<file path="src/hw/mftimer_consts.vh">
/*
  register offsets, field positions, clock selector codes and reset
  values of the multifunction timer.
  assumes inclusion by bare name from the timer design file.
*/
`ifndef MFTIMER_CONSTS_VH
`define MFTIMER_CONSTS_VH
// register byte offsets
`define OFS_MODE_CTRL 8'h00
`define OFS_CLOCK_CTRL 8'h04
`define OFS_COUNTER_ONE 8'h08
`define OFS_RELOAD_A 8'h0c
`define OFS_RELOAD_B 8'h10
`define OFS_COUNTER_TWO 8'h14
`define OFS_IRQ_ENABLE 8'h18
`define OFS_PENDING 8'h1c
// mode control fields
`define MC_MODE_HI 1
`define MC_MODE_LO 0
`define MC_PT_EN 2
`define MC_TIMER_EN 3
`define MC_PT_SW_SEL 4
`define MC_PT_SW_TRIG 5
`define MC_EDGE_A 6
`define MC_EDGE_B 7
`define MC_PIN_A_FN 8
`define MC_PIN_B_FN 9
`define MC_PIN_A_OUT 10
`define MC_RESET 11'h000
// mode select codes
`define MODE_PWM 2'h0
`define MODE_CAPTURE 2'h1
`define MODE_DUAL 2'h2
// clock control fields
`define CC_SEL1_HI 2
`define CC_SEL1_LO 0
`define CC_SEL2_HI 6
`define CC_SEL2_LO 4
`define CC_PRE_HI 15
`define CC_PRE_LO 8
`define CC_RESET 16'h0000
// clock selector codes
`define CK_NONE 3'h0
`define CK_PRESCALED 3'h1
`define CK_EXT_EVENT 3'h2
`define CK_PULSE_ACC 3'h3
// pending / enable bits
`define PN_A 0
`define PN_B 1
`define PN_C 2
`define PN_D 3
// counter constants
`define CNT_ZERO 16'h0000
`define CNT_FULL 16'hffff
`endif

</file>
<file path="src/hw/mftimer.v">
/*
  two-counter multifunction timer: pulse-train pwm, dual-input capture
  and dual independent timer modes, with register port and interrupts.
  assumes pin_a_in and pin_b_in come from pads outside the sys_clk
  domain; register port master runs on sys_clk.
*/
// Functional notes
// - pulse train needs pwm mode plus enable bit
// - counter one reloads alternately a then b
// - each counter one underflow decrements counter two
// - counter two underflow stops counter one clock
// - counter two presets to zero in train
// - start on pin b edge or software trigger
// - disabled at reset; first reload from a
// - counter two not reloaded after train end
// - pulses equal counter two value plus one
// - edge select bits choose rising or falling
// - reloads set reload a or b pending
// - pin edges capture counter one into a/b
// - capture then preset counter to all ones
// - capture a, b, underflow set own flags
// - counter two is system timer, flag d
// - capture: pin-b clock sources stop counter one
// - dual timer: one reloads a, toggles pin a
// - dual timer: two reloads b, flag d
// - pin b clocks either counter in dual mode
// - software picks initial pin a level
// - counters and reload registers sixteen bits
`include "mftimer_consts.vh"
`default_nettype none

module mftimer (
  input wire sys_clk,
  input wire resetn,
  input wire [7:0] addr,
  input wire [31:0] wdata,
  input wire wr_strobe,
  input wire rd_strobe,
  output reg [31:0] rdata,
  input wire pin_a_in,
  input wire pin_b_in,
  output wire pwm_output_pad,
  output wire irq_a,
  output wire irq_b
);

  // picks the count tick for a clock selector code
  function clk_tick;
    input [2:0] sel;
    input pre_tick;
    input b_edge;
    input b_active;
    begin
      case (sel)
        `CK_PRESCALED: clk_tick = pre_tick;
        `CK_EXT_EVENT: clk_tick = b_edge;
        `CK_PULSE_ACC: clk_tick = pre_tick & b_active;
        default: clk_tick = 1'b0;
      endcase
    end
  endfunction

  // edge detector with polarity select
  function edge_hit;
    input now;
    input prev;
    input falling;
    begin
      edge_hit = falling ? (prev & ~now) : (now & ~prev);
    end
  endfunction

  reg [10:0] mode_ctrl_reg;
  reg [15:0] clock_ctrl_reg;
  reg [15:0] counter_one_reg;
  reg [15:0] counter_two_reg;
  reg [15:0] reload_capture_a_reg;
  reg [15:0] reload_capture_b_reg;
  reg [3:0] irq_enable_reg;
  reg [3:0] pending_reg;
  reg pin_a_level_reg;
  reg reload_from_b_reg;
  reg train_run_reg;
  reg [7:0] prescale_cnt_reg;
  reg pa_meta_reg, pa_sync_reg, pa_prev_reg;
  reg pb_meta_reg, pb_sync_reg, pb_prev_reg;

  wire [1:0] mode_select_field = mode_ctrl_reg[`MC_MODE_HI:`MC_MODE_LO];
  wire pulse_train_enable = mode_ctrl_reg[`MC_PT_EN];
  wire timer_enable_bit = mode_ctrl_reg[`MC_TIMER_EN];
  wire pulse_train_sw_select = mode_ctrl_reg[`MC_PT_SW_SEL];
  wire edge_select_a = mode_ctrl_reg[`MC_EDGE_A];
  wire edge_select_b = mode_ctrl_reg[`MC_EDGE_B];
  wire pin_a_function_enable = mode_ctrl_reg[`MC_PIN_A_FN];
  wire pin_b_function_enable = mode_ctrl_reg[`MC_PIN_B_FN];
  wire [2:0] clock_sel_one = clock_ctrl_reg[`CC_SEL1_HI:`CC_SEL1_LO];
  wire [2:0] clock_sel_two = clock_ctrl_reg[`CC_SEL2_HI:`CC_SEL2_LO];
  wire [7:0] prescale_value = clock_ctrl_reg[`CC_PRE_HI:`CC_PRE_LO];

  wire wr_mode = wr_strobe & (addr == `OFS_MODE_CTRL);
  wire wr_clock = wr_strobe & (addr == `OFS_CLOCK_CTRL);
  wire wr_cnt_one = wr_strobe & (addr == `OFS_COUNTER_ONE);
  wire wr_cnt_two = wr_strobe & (addr == `OFS_COUNTER_TWO);
  wire wr_rel_a = wr_strobe & (addr == `OFS_RELOAD_A);
  wire wr_rel_b = wr_strobe & (addr == `OFS_RELOAD_B);
  wire wr_ien = wr_strobe & (addr == `OFS_IRQ_ENABLE);
  wire wr_pend = wr_strobe & (addr == `OFS_PENDING);

  wire mode_pwm = timer_enable_bit & (mode_select_field == `MODE_PWM);
  wire mode_train = mode_pwm & pulse_train_enable;
  wire mode_capture = timer_enable_bit &
    (mode_select_field == `MODE_CAPTURE);
  wire mode_dual = timer_enable_bit & (mode_select_field == `MODE_DUAL);

  // only synchroniser second stages feed the edge logic
  wire edge_a = edge_hit(pa_sync_reg, pa_prev_reg,
    edge_select_a);
  wire edge_b = edge_hit(pb_sync_reg, pb_prev_reg,
    edge_select_b);
  wire b_active = pb_sync_reg ^ edge_select_b;
  wire pre_tick = (prescale_cnt_reg == prescale_value[7:0]);

  // pulse-train start source
  wire sw_trigger = wr_mode & wdata[`MC_PT_SW_TRIG] &
    wdata[`MC_TIMER_EN];
  wire train_start = mode_train & ~train_run_reg &
    (pulse_train_sw_select ? sw_trigger : edge_b);

  // counter one tick per mode
  wire tick_one_raw = clk_tick(clock_sel_one, pre_tick, edge_b, b_active);
  wire tick_one_cap = (clock_sel_one == `CK_PRESCALED) &
    pre_tick;
  wire tick_one = mode_train ? (train_run_reg & tick_one_raw) :
    mode_capture ? tick_one_cap :
    (mode_pwm | mode_dual) ? tick_one_raw : 1'b0;
  wire tick_two = (mode_dual | mode_capture | (mode_pwm & ~mode_train)) &
    clk_tick(clock_sel_two, pre_tick, edge_b, b_active);
  wire uf_one = tick_one & (counter_one_reg == `CNT_ZERO);
  wire uf_two = tick_two & (counter_two_reg == `CNT_ZERO);
  wire train_end = mode_train & uf_one &
    (counter_two_reg == `CNT_ZERO);

  assign pwm_output_pad = pin_a_level_reg;
  assign irq_a = |(pending_reg[`PN_C:`PN_A] &
    irq_enable_reg[`PN_C:`PN_A]);
  assign irq_b = pending_reg[`PN_D] & irq_enable_reg[`PN_D];

  // two-flop synchronisers and edge history
  always @(posedge sys_clk or negedge resetn) begin
    if (!resetn) begin
      pa_meta_reg <= 1'b0;
      pa_sync_reg <= 1'b0;
      pa_prev_reg <= 1'b0;
      pb_meta_reg <= 1'b0;
      pb_sync_reg <= 1'b0;
      pb_prev_reg <= 1'b0;
    end else begin
      pa_meta_reg <= pin_a_in;
      pa_sync_reg <= pa_meta_reg;
      pa_prev_reg <= pa_sync_reg;
      pb_meta_reg <= pin_b_in;
      pb_sync_reg <= pb_meta_reg;
      pb_prev_reg <= pb_sync_reg;
    end
  end

  // prescaler: one tick every prescale_value+1 clocks
  always @(posedge sys_clk or negedge resetn) begin
    if (!resetn) begin
      prescale_cnt_reg <= 8'h00;
    end else if (pre_tick | ~timer_enable_bit) begin
      prescale_cnt_reg <= 8'h00;
    end else begin
      prescale_cnt_reg <= prescale_cnt_reg + 8'h01;
    end
  end

  // control, counters, reload/capture and flags
  always @(posedge sys_clk or negedge resetn) begin
    if (!resetn) begin
      mode_ctrl_reg <= `MC_RESET;
      clock_ctrl_reg <= `CC_RESET;
      counter_one_reg <= `CNT_ZERO;
      counter_two_reg <= `CNT_ZERO;
      reload_capture_a_reg <= `CNT_ZERO;
      reload_capture_b_reg <= `CNT_ZERO;
      irq_enable_reg <= 4'h0;
      pending_reg <= 4'h0;
      pin_a_level_reg <= 1'b0;
      reload_from_b_reg <= 1'b0;
      train_run_reg <= 1'b0;
    end else begin
      // software side
      if (wr_mode) begin
        mode_ctrl_reg <= {wdata[`MC_PIN_A_OUT:`MC_EDGE_A], 1'b0,
          wdata[`MC_PT_SW_SEL:`MC_MODE_LO]};
        pin_a_level_reg <= wdata[`MC_PIN_A_OUT];
      end
      if (wr_clock) begin
        clock_ctrl_reg <= wdata[`CC_PRE_HI:`CC_SEL1_LO];
      end
      if (wr_rel_a) begin
        reload_capture_a_reg <= wdata[15:0];
      end
      if (wr_rel_b) begin
        reload_capture_b_reg <= wdata[15:0];
      end
      if (wr_ien) begin
        irq_enable_reg <= wdata[`PN_D:`PN_A];
      end
      if (wr_pend) begin
        pending_reg <= pending_reg & ~wdata[`PN_D:`PN_A];
      end

      // restart from no-clock or a fresh mode entry reloads from a first
      if ((clock_sel_one == `CK_NONE) | ~mode_pwm | train_start) begin
        reload_from_b_reg <= 1'b0;
      end
      if (train_start) begin
        train_run_reg <= 1'b1;
      end
      if (~mode_train) begin
        train_run_reg <= 1'b0;
      end

      // counter one
      if (mode_pwm & uf_one) begin
        counter_one_reg <= reload_from_b_reg ?
          reload_capture_b_reg : reload_capture_a_reg;
        reload_from_b_reg <= ~reload_from_b_reg;
        pin_a_level_reg <= ~pin_a_level_reg;
        if (reload_from_b_reg) begin
          pending_reg[`PN_B] <= 1'b1;
        end else begin
          pending_reg[`PN_A] <= 1'b1;
        end
      end else if (mode_dual & uf_one) begin
        counter_one_reg <= reload_capture_a_reg;
        pending_reg[`PN_A] <= 1'b1;
        if (pin_a_function_enable) begin
          pin_a_level_reg <= ~pin_a_level_reg;
        end
      end else if (mode_capture & uf_one) begin
        counter_one_reg <= `CNT_FULL;
        pending_reg[`PN_C] <= 1'b1;
      end else if (tick_one) begin
        counter_one_reg <= counter_one_reg - 16'h0001;
      end

      // dual capture with optional preset
      if (mode_capture & edge_a) begin
        reload_capture_a_reg <= counter_one_reg;
        pending_reg[`PN_A] <= 1'b1;
        if (pin_a_function_enable) begin
          counter_one_reg <= `CNT_FULL;
        end
      end
      if (mode_capture & edge_b) begin
        reload_capture_b_reg <= counter_one_reg;
        pending_reg[`PN_B] <= 1'b1;
        if (pin_b_function_enable) begin
          counter_one_reg <= `CNT_FULL;
        end
      end

      // counter two
      if (mode_train & uf_one) begin
        if (counter_two_reg == `CNT_ZERO) begin
          counter_two_reg <= `CNT_ZERO;
          pending_reg[`PN_D] <= 1'b1;
        end else begin
          counter_two_reg <= counter_two_reg - 16'h0001;
        end
      end else if (mode_dual & uf_two) begin
        counter_two_reg <= reload_capture_b_reg;
        pending_reg[`PN_D] <= 1'b1;
      end else if (uf_two) begin
        counter_two_reg <= `CNT_FULL;
        pending_reg[`PN_D] <= 1'b1;
      end else if (tick_two) begin
        counter_two_reg <= counter_two_reg - 16'h0001;
      end

      // train ends after counter_two+1 underflows of counter one
      if (train_end) begin
        train_run_reg <= 1'b0;
      end

      // software writes to the counters win over counting
      if (wr_cnt_one) begin
        counter_one_reg <= wdata[15:0];
      end
      if (wr_cnt_two) begin
        counter_two_reg <= wdata[15:0];
      end
    end
  end

  // read data, valid the cycle after the read strobe
  always @(posedge sys_clk or negedge resetn) begin
    if (!resetn) begin
      rdata <= 32'h00000000;
    end else if (rd_strobe) begin
      case (addr)
        `OFS_MODE_CTRL: rdata <= {21'h00000, pin_a_level_reg,
          mode_ctrl_reg[`MC_PIN_B_FN:`MC_MODE_LO]};
        `OFS_CLOCK_CTRL: rdata <= {16'h0000, clock_ctrl_reg};
        `OFS_COUNTER_ONE: rdata <= {16'h0000, counter_one_reg};
        `OFS_RELOAD_A: rdata <= {16'h0000, reload_capture_a_reg};
        `OFS_RELOAD_B: rdata <= {16'h0000, reload_capture_b_reg};
        `OFS_COUNTER_TWO: rdata <= {16'h0000, counter_two_reg};
        `OFS_IRQ_ENABLE: rdata <= {28'h0000000, irq_enable_reg};
        `OFS_PENDING: rdata <= {27'h0000000, train_run_reg, pending_reg};
        default: rdata <= 32'h00000000;
      endcase
    end else begin
      rdata <= 32'h00000000;
    end
  end

endmodule // mftimer
`default_nettype wire

</file>
<file path="config.mk">
export PLATFORM = sky130hd
export DESIGN_NAME = mftimer
export DESIGN_NICKNAME = d
export VERILOG_FILES = /design/src/hw/mftimer.v
export VERILOG_INCLUDE_DIRS = /design/src /design/src/hw
export SDC_FILE = /design/constraint.sdc
export NUM_CORES = 1
export LEC_CHECK = 0
export ABC_AREA = 1
export BUFFER_PORTS_ARGS = -buffer_cell sky130_fd_sc_hd__buf_2
export CORE_UTILIZATION = 30
export DETAILED_ROUTE_END_ITERATION = 16
export GPL_ROUTABILITY_DRIVEN = 0
export REMOVE_ABC_BUFFERS = 1
export SYNTH_ARGS = -nofsm -noshare
export SYNTH_HDL_FRONTEND = slang
export SYNTH_SLANG_ARGS = --single-unit
</file>
<file path="constraint.sdc">
create_clock -name sys_clk -period 5.4 [get_ports sys_clk]
set_input_delay 1.08 -clock sys_clk [delete_from_list [all_inputs] [get_ports sys_clk]]
set_output_delay 1.08 -clock sys_clk [all_outputs]
set_load 0.1 [all_outputs]
</file>
# After elaboration in Yosys (flattened, before gate mapping)
# Index checks and enable logic that the tools add are counted.
# word_totals
elab_cells	160
ff_bits	146
input_bits	46
# classes
n_reduce_logical	10
muxes	55
bitwise	56
add_sub_neg	3
n_eq_ne	17
# op_table
cell	count
16-bit 2-to-1 mux	20
16-bit one-hot mux with 8 select lines	1
1-bit bitwise AND	36
8-bit by 5-bit equality test with 1-bit output, second input constant	4
16-bit logical NOT	2
32-bit 2-to-1 mux	1
16-bit by 1-bit subtractor with 16-bit output, second input constant	2
1-bit 2-to-1 mux	29
8-bit by 4-bit equality test with 1-bit output, second input constant	2
3-bit by 2-bit equality test with 1-bit output, second input constant	4
1-bit inverter	10
8-bit by 1-bit adder with 8-bit output, second input constant	1
8-bit by 3-bit equality test with 1-bit output, second input constant	1
8-bit equality test	1
8-bit logical NOT	1
8-bit 2-to-1 mux	1
3-bit by 1-bit equality test with 1-bit output, second input constant	2
1-bit OR	6
1-bit one-hot mux with 3 select lines	2
2-bit nonzero test	3
5-bit nonzero test	1
4-bit bitwise AND	1
4-bit 2-to-1 mux	1
4-bit inverter	1
8 further kinds	8

# Depth between registers and ports, before layout
# depth
word_depth	17
depth_mapped	19

# Least setup slack after synthesis
# Ideal clock, no wire load.
# synth_timing
kind	input port to flip-flop
start	in addr[7]
end	reg reload_capture_b_reg[0]
setup_slack_ns	2.639
arrival_ns	2.637
path_stages	9
n_path_buf	1
required_ns	5.276
setup_ns	0.124
cell_sequence	nor2_1 > inv_1 > nor3_2 > nand2_2 > inv_1 > nand2_1 > nor2_1 > buf_2 > a21oi_1
# synth_between
elab_chain_len	3
# synth_lines
item	line_no	text
from (decl)	mftimer.v:35	input wire [7:0] addr,
8-bit by 5-bit equality test with 1-bit output	-	
1-bit bitwise AND	mftimer.v:105	wire wr_rel_b = wr_strobe & (addr == `OFS_RELOAD_B);
2-bit nonzero test (no line)	-	
to (signal assigned)	mftimer.v:186	reload_capture_b_reg <= `CNT_ZERO;
to (signal assigned)	mftimer.v:206	reload_capture_b_reg <= wdata[15:0];
to (signal assigned)	mftimer.v:259	reload_capture_b_reg <= counter_one_reg;
to (decl)	mftimer.v:78	reg [15:0] reload_capture_b_reg;
# Every way passes these cells.
# A chain may end at the register's enable or synchronous reset.

# Worst setup path after layout
# layout_timing
start	in addr[7]
end	reg counter_two_reg[4]
# layout_between
elab_chain_len	3
word_cells_on_any_way	4
cone_classes	eq/ne: 1; mux: 1; bitwise: 1; reduce/logical: 1
# layout_lines
item	line_no	text
8-bit by 5-bit equality test with 1-bit output *	-	
1-bit bitwise AND *	mftimer.v:103	wire wr_cnt_two = wr_strobe & (addr == `OFS_COUNTER_TWO);
5-bit nonzero test (no line) or 16-bit 2-to-1 mux (tied branches)	-	
to (signal assigned)	mftimer.v:184	counter_two_reg <= `CNT_ZERO;
to (signal assigned)	mftimer.v:269	counter_two_reg <= `CNT_ZERO;
to (signal assigned)	mftimer.v:272	counter_two_reg <= counter_two_reg - 16'h0001;
to (decl)	mftimer.v:76	reg [15:0] counter_two_reg;
# Every way passes the cells marked *; elsewhere a longest branch is shown, timed or not.

==> Flow_metrics.wiki <==
{| class="wikitable"
! Metric !! Value
|-
| Result of the run || finished, final reports clean
|-
| Worst Setup Start Kind || primary input
|-
| Number of levels the H-tree was split into || 4
|-
| Total CTS buffers || 17
|-
| Count of final setup violators || 0
|-
| Fraction of the cycle the final worst path needs || 67.7%
|-
| Clock sinks || 130
|-
| CP max-delay cell || nor3_2
|-
| Half-perimeter wire length of the detailed placement result || 21,800 um
|-
| Clock latency reported for the late side of the worst-skew pair || 440 ps
|-
| Quantity of gates resized following cts || 0
|-
| Wire per inst || 18.6 um
|-
| Highest-count cells in the layout ignoring fill and taps || 299 x nand2_1, 144 x inv_1, 137 x nor2_1
|-
| DRC || 0
|-
| Simple-gate area share of the yosys netlist || 29.5%
|-
| Worst hold path type || reg2reg
|-
| FF-to-FF setup slack || 1960 ps
|-
| Cell count along the critical path || 10
|-
| Grt met2 use || 31.1%
|-
| Maximum capacitance violations || 0
|-
| First-pass GRT wire length || 45,600 um
|-
| Sum of negative setup slack || 0 ps
|-
| Post-DRT Antenna Nets || 0
|-
| Fraction of layout instances using a drive strength above 1 || 10.2%
|-
| Max stage delay on crit path || 650 ps
|-
| DIE WIDTH || 169 um
|-
| Via/cell ratio || 5.26
|-
| Num rows || 60
|-
| Die area || 28,700 um2
|-
| Mux share of post-synthesis cell area || 0%
|-
| Global-route total usage across every layer || 21.3%
|-
| Final period demand of the worst path || 3650 ps
|-
| Peak clock frequency supported by timing || 274 MHz
|-
| Detailed Route Iter0 Violations || 913
|-
| Number of antenna violations at the first check in global routing || 1
|-
| Number of endpoints with negative hold slack in the final report || 0
|-
| Via total after detailed routing || 8,484
|-
| Share of the synthesized area in the top cell type || 38.7%
|-
| Post-synth top flop || dfrtp_1
|-
| Share of synthesized cell area in full adder, half adder and majority cells || 0.447%
|-
| Depth of the most critical reg-to-reg path || 13
|-
| Via count of the first global-routing pass || 7,612
|-
| CP Capture Type || flop
|-
| Combinational family with the most area after synthesis || simple AND/OR/NAND/NOR gates
|-
| Post CTS Setup Buffer Count || 0
|-
| Number of top-level design ports || 81
|-
| Static leakage power || 0.00462 uW
|-
| Net count of the finished layout || 1,277
|-
| Kind of cell with the highest combined delay on the critical path || simple AND/OR/NAND/NOR gates
|-
| Post-CTS Hold Buffers || 0
|-
| Library cell occupying the most area in the post-synthesis netlist || dfrtp_1
|-
| Clock-pin slew reported for the worst setup and hold paths after clock tree synthesis || 60 ps
|-
| Slew Viols, Final || 0
|-
| DRT Pass-1 Iters || 5
|-
| Actual slew at the worst max-slew pin || 1160 ps
|-
| Arrival time worst endpoint || 4020 ps
|-
| Pwr per Cell Area || 403 nW/um2
|-
| Crit path launch || addr[7]
|-
| Diode count || 0
|-
| Number of instances in the synthesized netlist || 1,196
|-
| Die Ht || 169 um
|-
| Count of cell types in the netlist || 48
|-
| Clock Skew || 9.44 ps
|-
| Buffers and inverters on the worst path || 4
|-
| Synth Area per Inst || 7.02 um2
|-
| Final core utilization || 35.1%
|-
| Met1 global-route usage || 30.2%
|-
| Filler cell count in the final layout || 2,929
|-
| Global route overflow || 0
|-
| Root Driver || clkbuf_16
|-
| Register bit total from synthesis || 130
|-
| Proportion of synthesized flip-flops having asynchronous set or reset || 100%
|-
| Worst path required time || 5770 ps
|-
| Setup repair after global routing missed its margin || no
|-
| Buffers from clock root to sink, at most || 2
|-
| Clock tree from TritonCTS || done
|-
| R2R Path End || counter_two_reg[2]
|-
| Compound-Gate Fraction of Synth Area || 16.8%
|-
| Critical Setup Path Class || in2reg
|-
| Yosys Warn Count || 0
|-
| Number of synthesized flops with an enable pin || 0
|-
| Worst relative slew slack || 22.4%
|-
| Number of buffers added on ports || 48
|-
| Xor-xnor portion of the synthesized cell area || 3.44%
|-
| Critical path's most frequent cell || inv_1
|-
| Worst flop-to-flop path startpoint || counter_two_reg[0]
|-
| Area growth from synthesis to final layout || 13.6%
|-
| Starting utilization of the core area || 30.9%
|-
| Sequential cell area fraction in the yosys report || 38.7%
|-
| Peak fanout along the critical path || 29
|-
| GRT Max-Usage Layer || met2
|-
| Final routed wirelength across all metal layers || 29,900 um
|-
| Pin count of the biggest net entering global routing || 95
|-
| Final Total Pwr || 3850 uW
|-
| Area inside the core boundary || 27,200 um2
|-
| Met3 Usage GRT || 4.20%
|-
| List of cells traversed by the critical path || buf_2 > nor2_1 > inv_1 > nor3_2 > nand2_1 > nor2_1 > inv_1 > o21ai_0 > inv_1 > a21oi_1
|-
| Peak VDD IR || 0.000170 V
|-
| Top area cells in the synthesized netlist || dfrtp_1 39%, nand2_1 13%, inv_1 6.4%
|-
| Total standard cell area after synthesis || 8400 um2
|-
| Worst setup path end || counter_two_reg[4]
|-
| Commonest non-fill, non-tap cell in the layout || nand2_1
|}
-- metrics by stage --
stage                     hold WS, ps  std cells  worst slack (ps)  area (um2)
after floorplan                   331       1152              1670        8140
after global placement            334       1581              1550        8920
after detailed placement          335       1581              1450        8920
after CTS                         348       1612              1880        9540
after global routing              361       1612              1540        9540
final                             344       1612              1750        9540
-- synth_stat cells (12+ instances only) --
| cell | instances |
|---|---|
| nand2_1 | 299 |
| inv_1 | 144 |
| nor2_1 | 137 |
| dfrtp_1 | 130 |
| o21ai_0 | 94 |
| nand3_1 | 62 |
| a21oi_1 | 48 |
| o22ai_1 | 34 |
| xor2_1 | 29 |
| nand4_1 | 27 |
| clkbuf_1 | 23 |
| buf_4 | 19 |
| a221oi_1 | 16 |
| o211ai_1 | 16 |
| nor3_1 | 12 |
-- metal layers --
metal | wire length, um | vias up
met2 | 12500 | 422
met3 | 2940 | 68
met1 | 13300 | 4034
met5 | 13 | -
li1 | - | 3958
met4 | 1170 | 2
-- power breakdown --
group,switching (uW),internal [uW]
clock network,459,785
logic,785,398
registers,271,1150
-- final cells by class --
class	count	area [um2]	share of cell area (%)
well taps	372	465	4.88
multi-input cells	863	4290	44.9
repair buffers	57	314	3.29
flip-flops and latches	130	3250	34.1
inverters	159	601	6.29
clock inverters	8	124	1.30
clock buffers	23	498	5.22
-- worst min-delay path by stage --
| stage | from | slack, ps | endpoint | depth (start not counted) |
|---|---|---|---|---|
| 5_1_grt | pb_meta_reg | 360 | pb_sync_reg | 0 |
| 2_1_floorplan | pa_meta_reg | 330 | pa_sync_reg | 0 |
| 4_1_cts | pa_meta_reg | 350 | pa_sync_reg | 0 |
| 3_5_place_dp | pb_meta_reg | 330 | pb_sync_reg | 0 |
| 3_3_place_gp | pb_meta_reg | 330 | pb_sync_reg | 0 |
| 6_report | pa_meta_reg | 340 | pa_sync_reg | 0 |
-- logic make-up (layout without fill, tap and decap cells) --
kind of cell | after synthesis | in the layout
xor gates and xnor gates | 33 | 33
and+or+nand+nor | 570 | 570
AOI/OAI and AO/OA | 241 | 241
adders and majority gates | 3 | 3
other | 1 | 16
buffers and inverters | 218 | 247
DFF | 130 | 130
No activity file was read; power rests on OpenSTA's default activity.
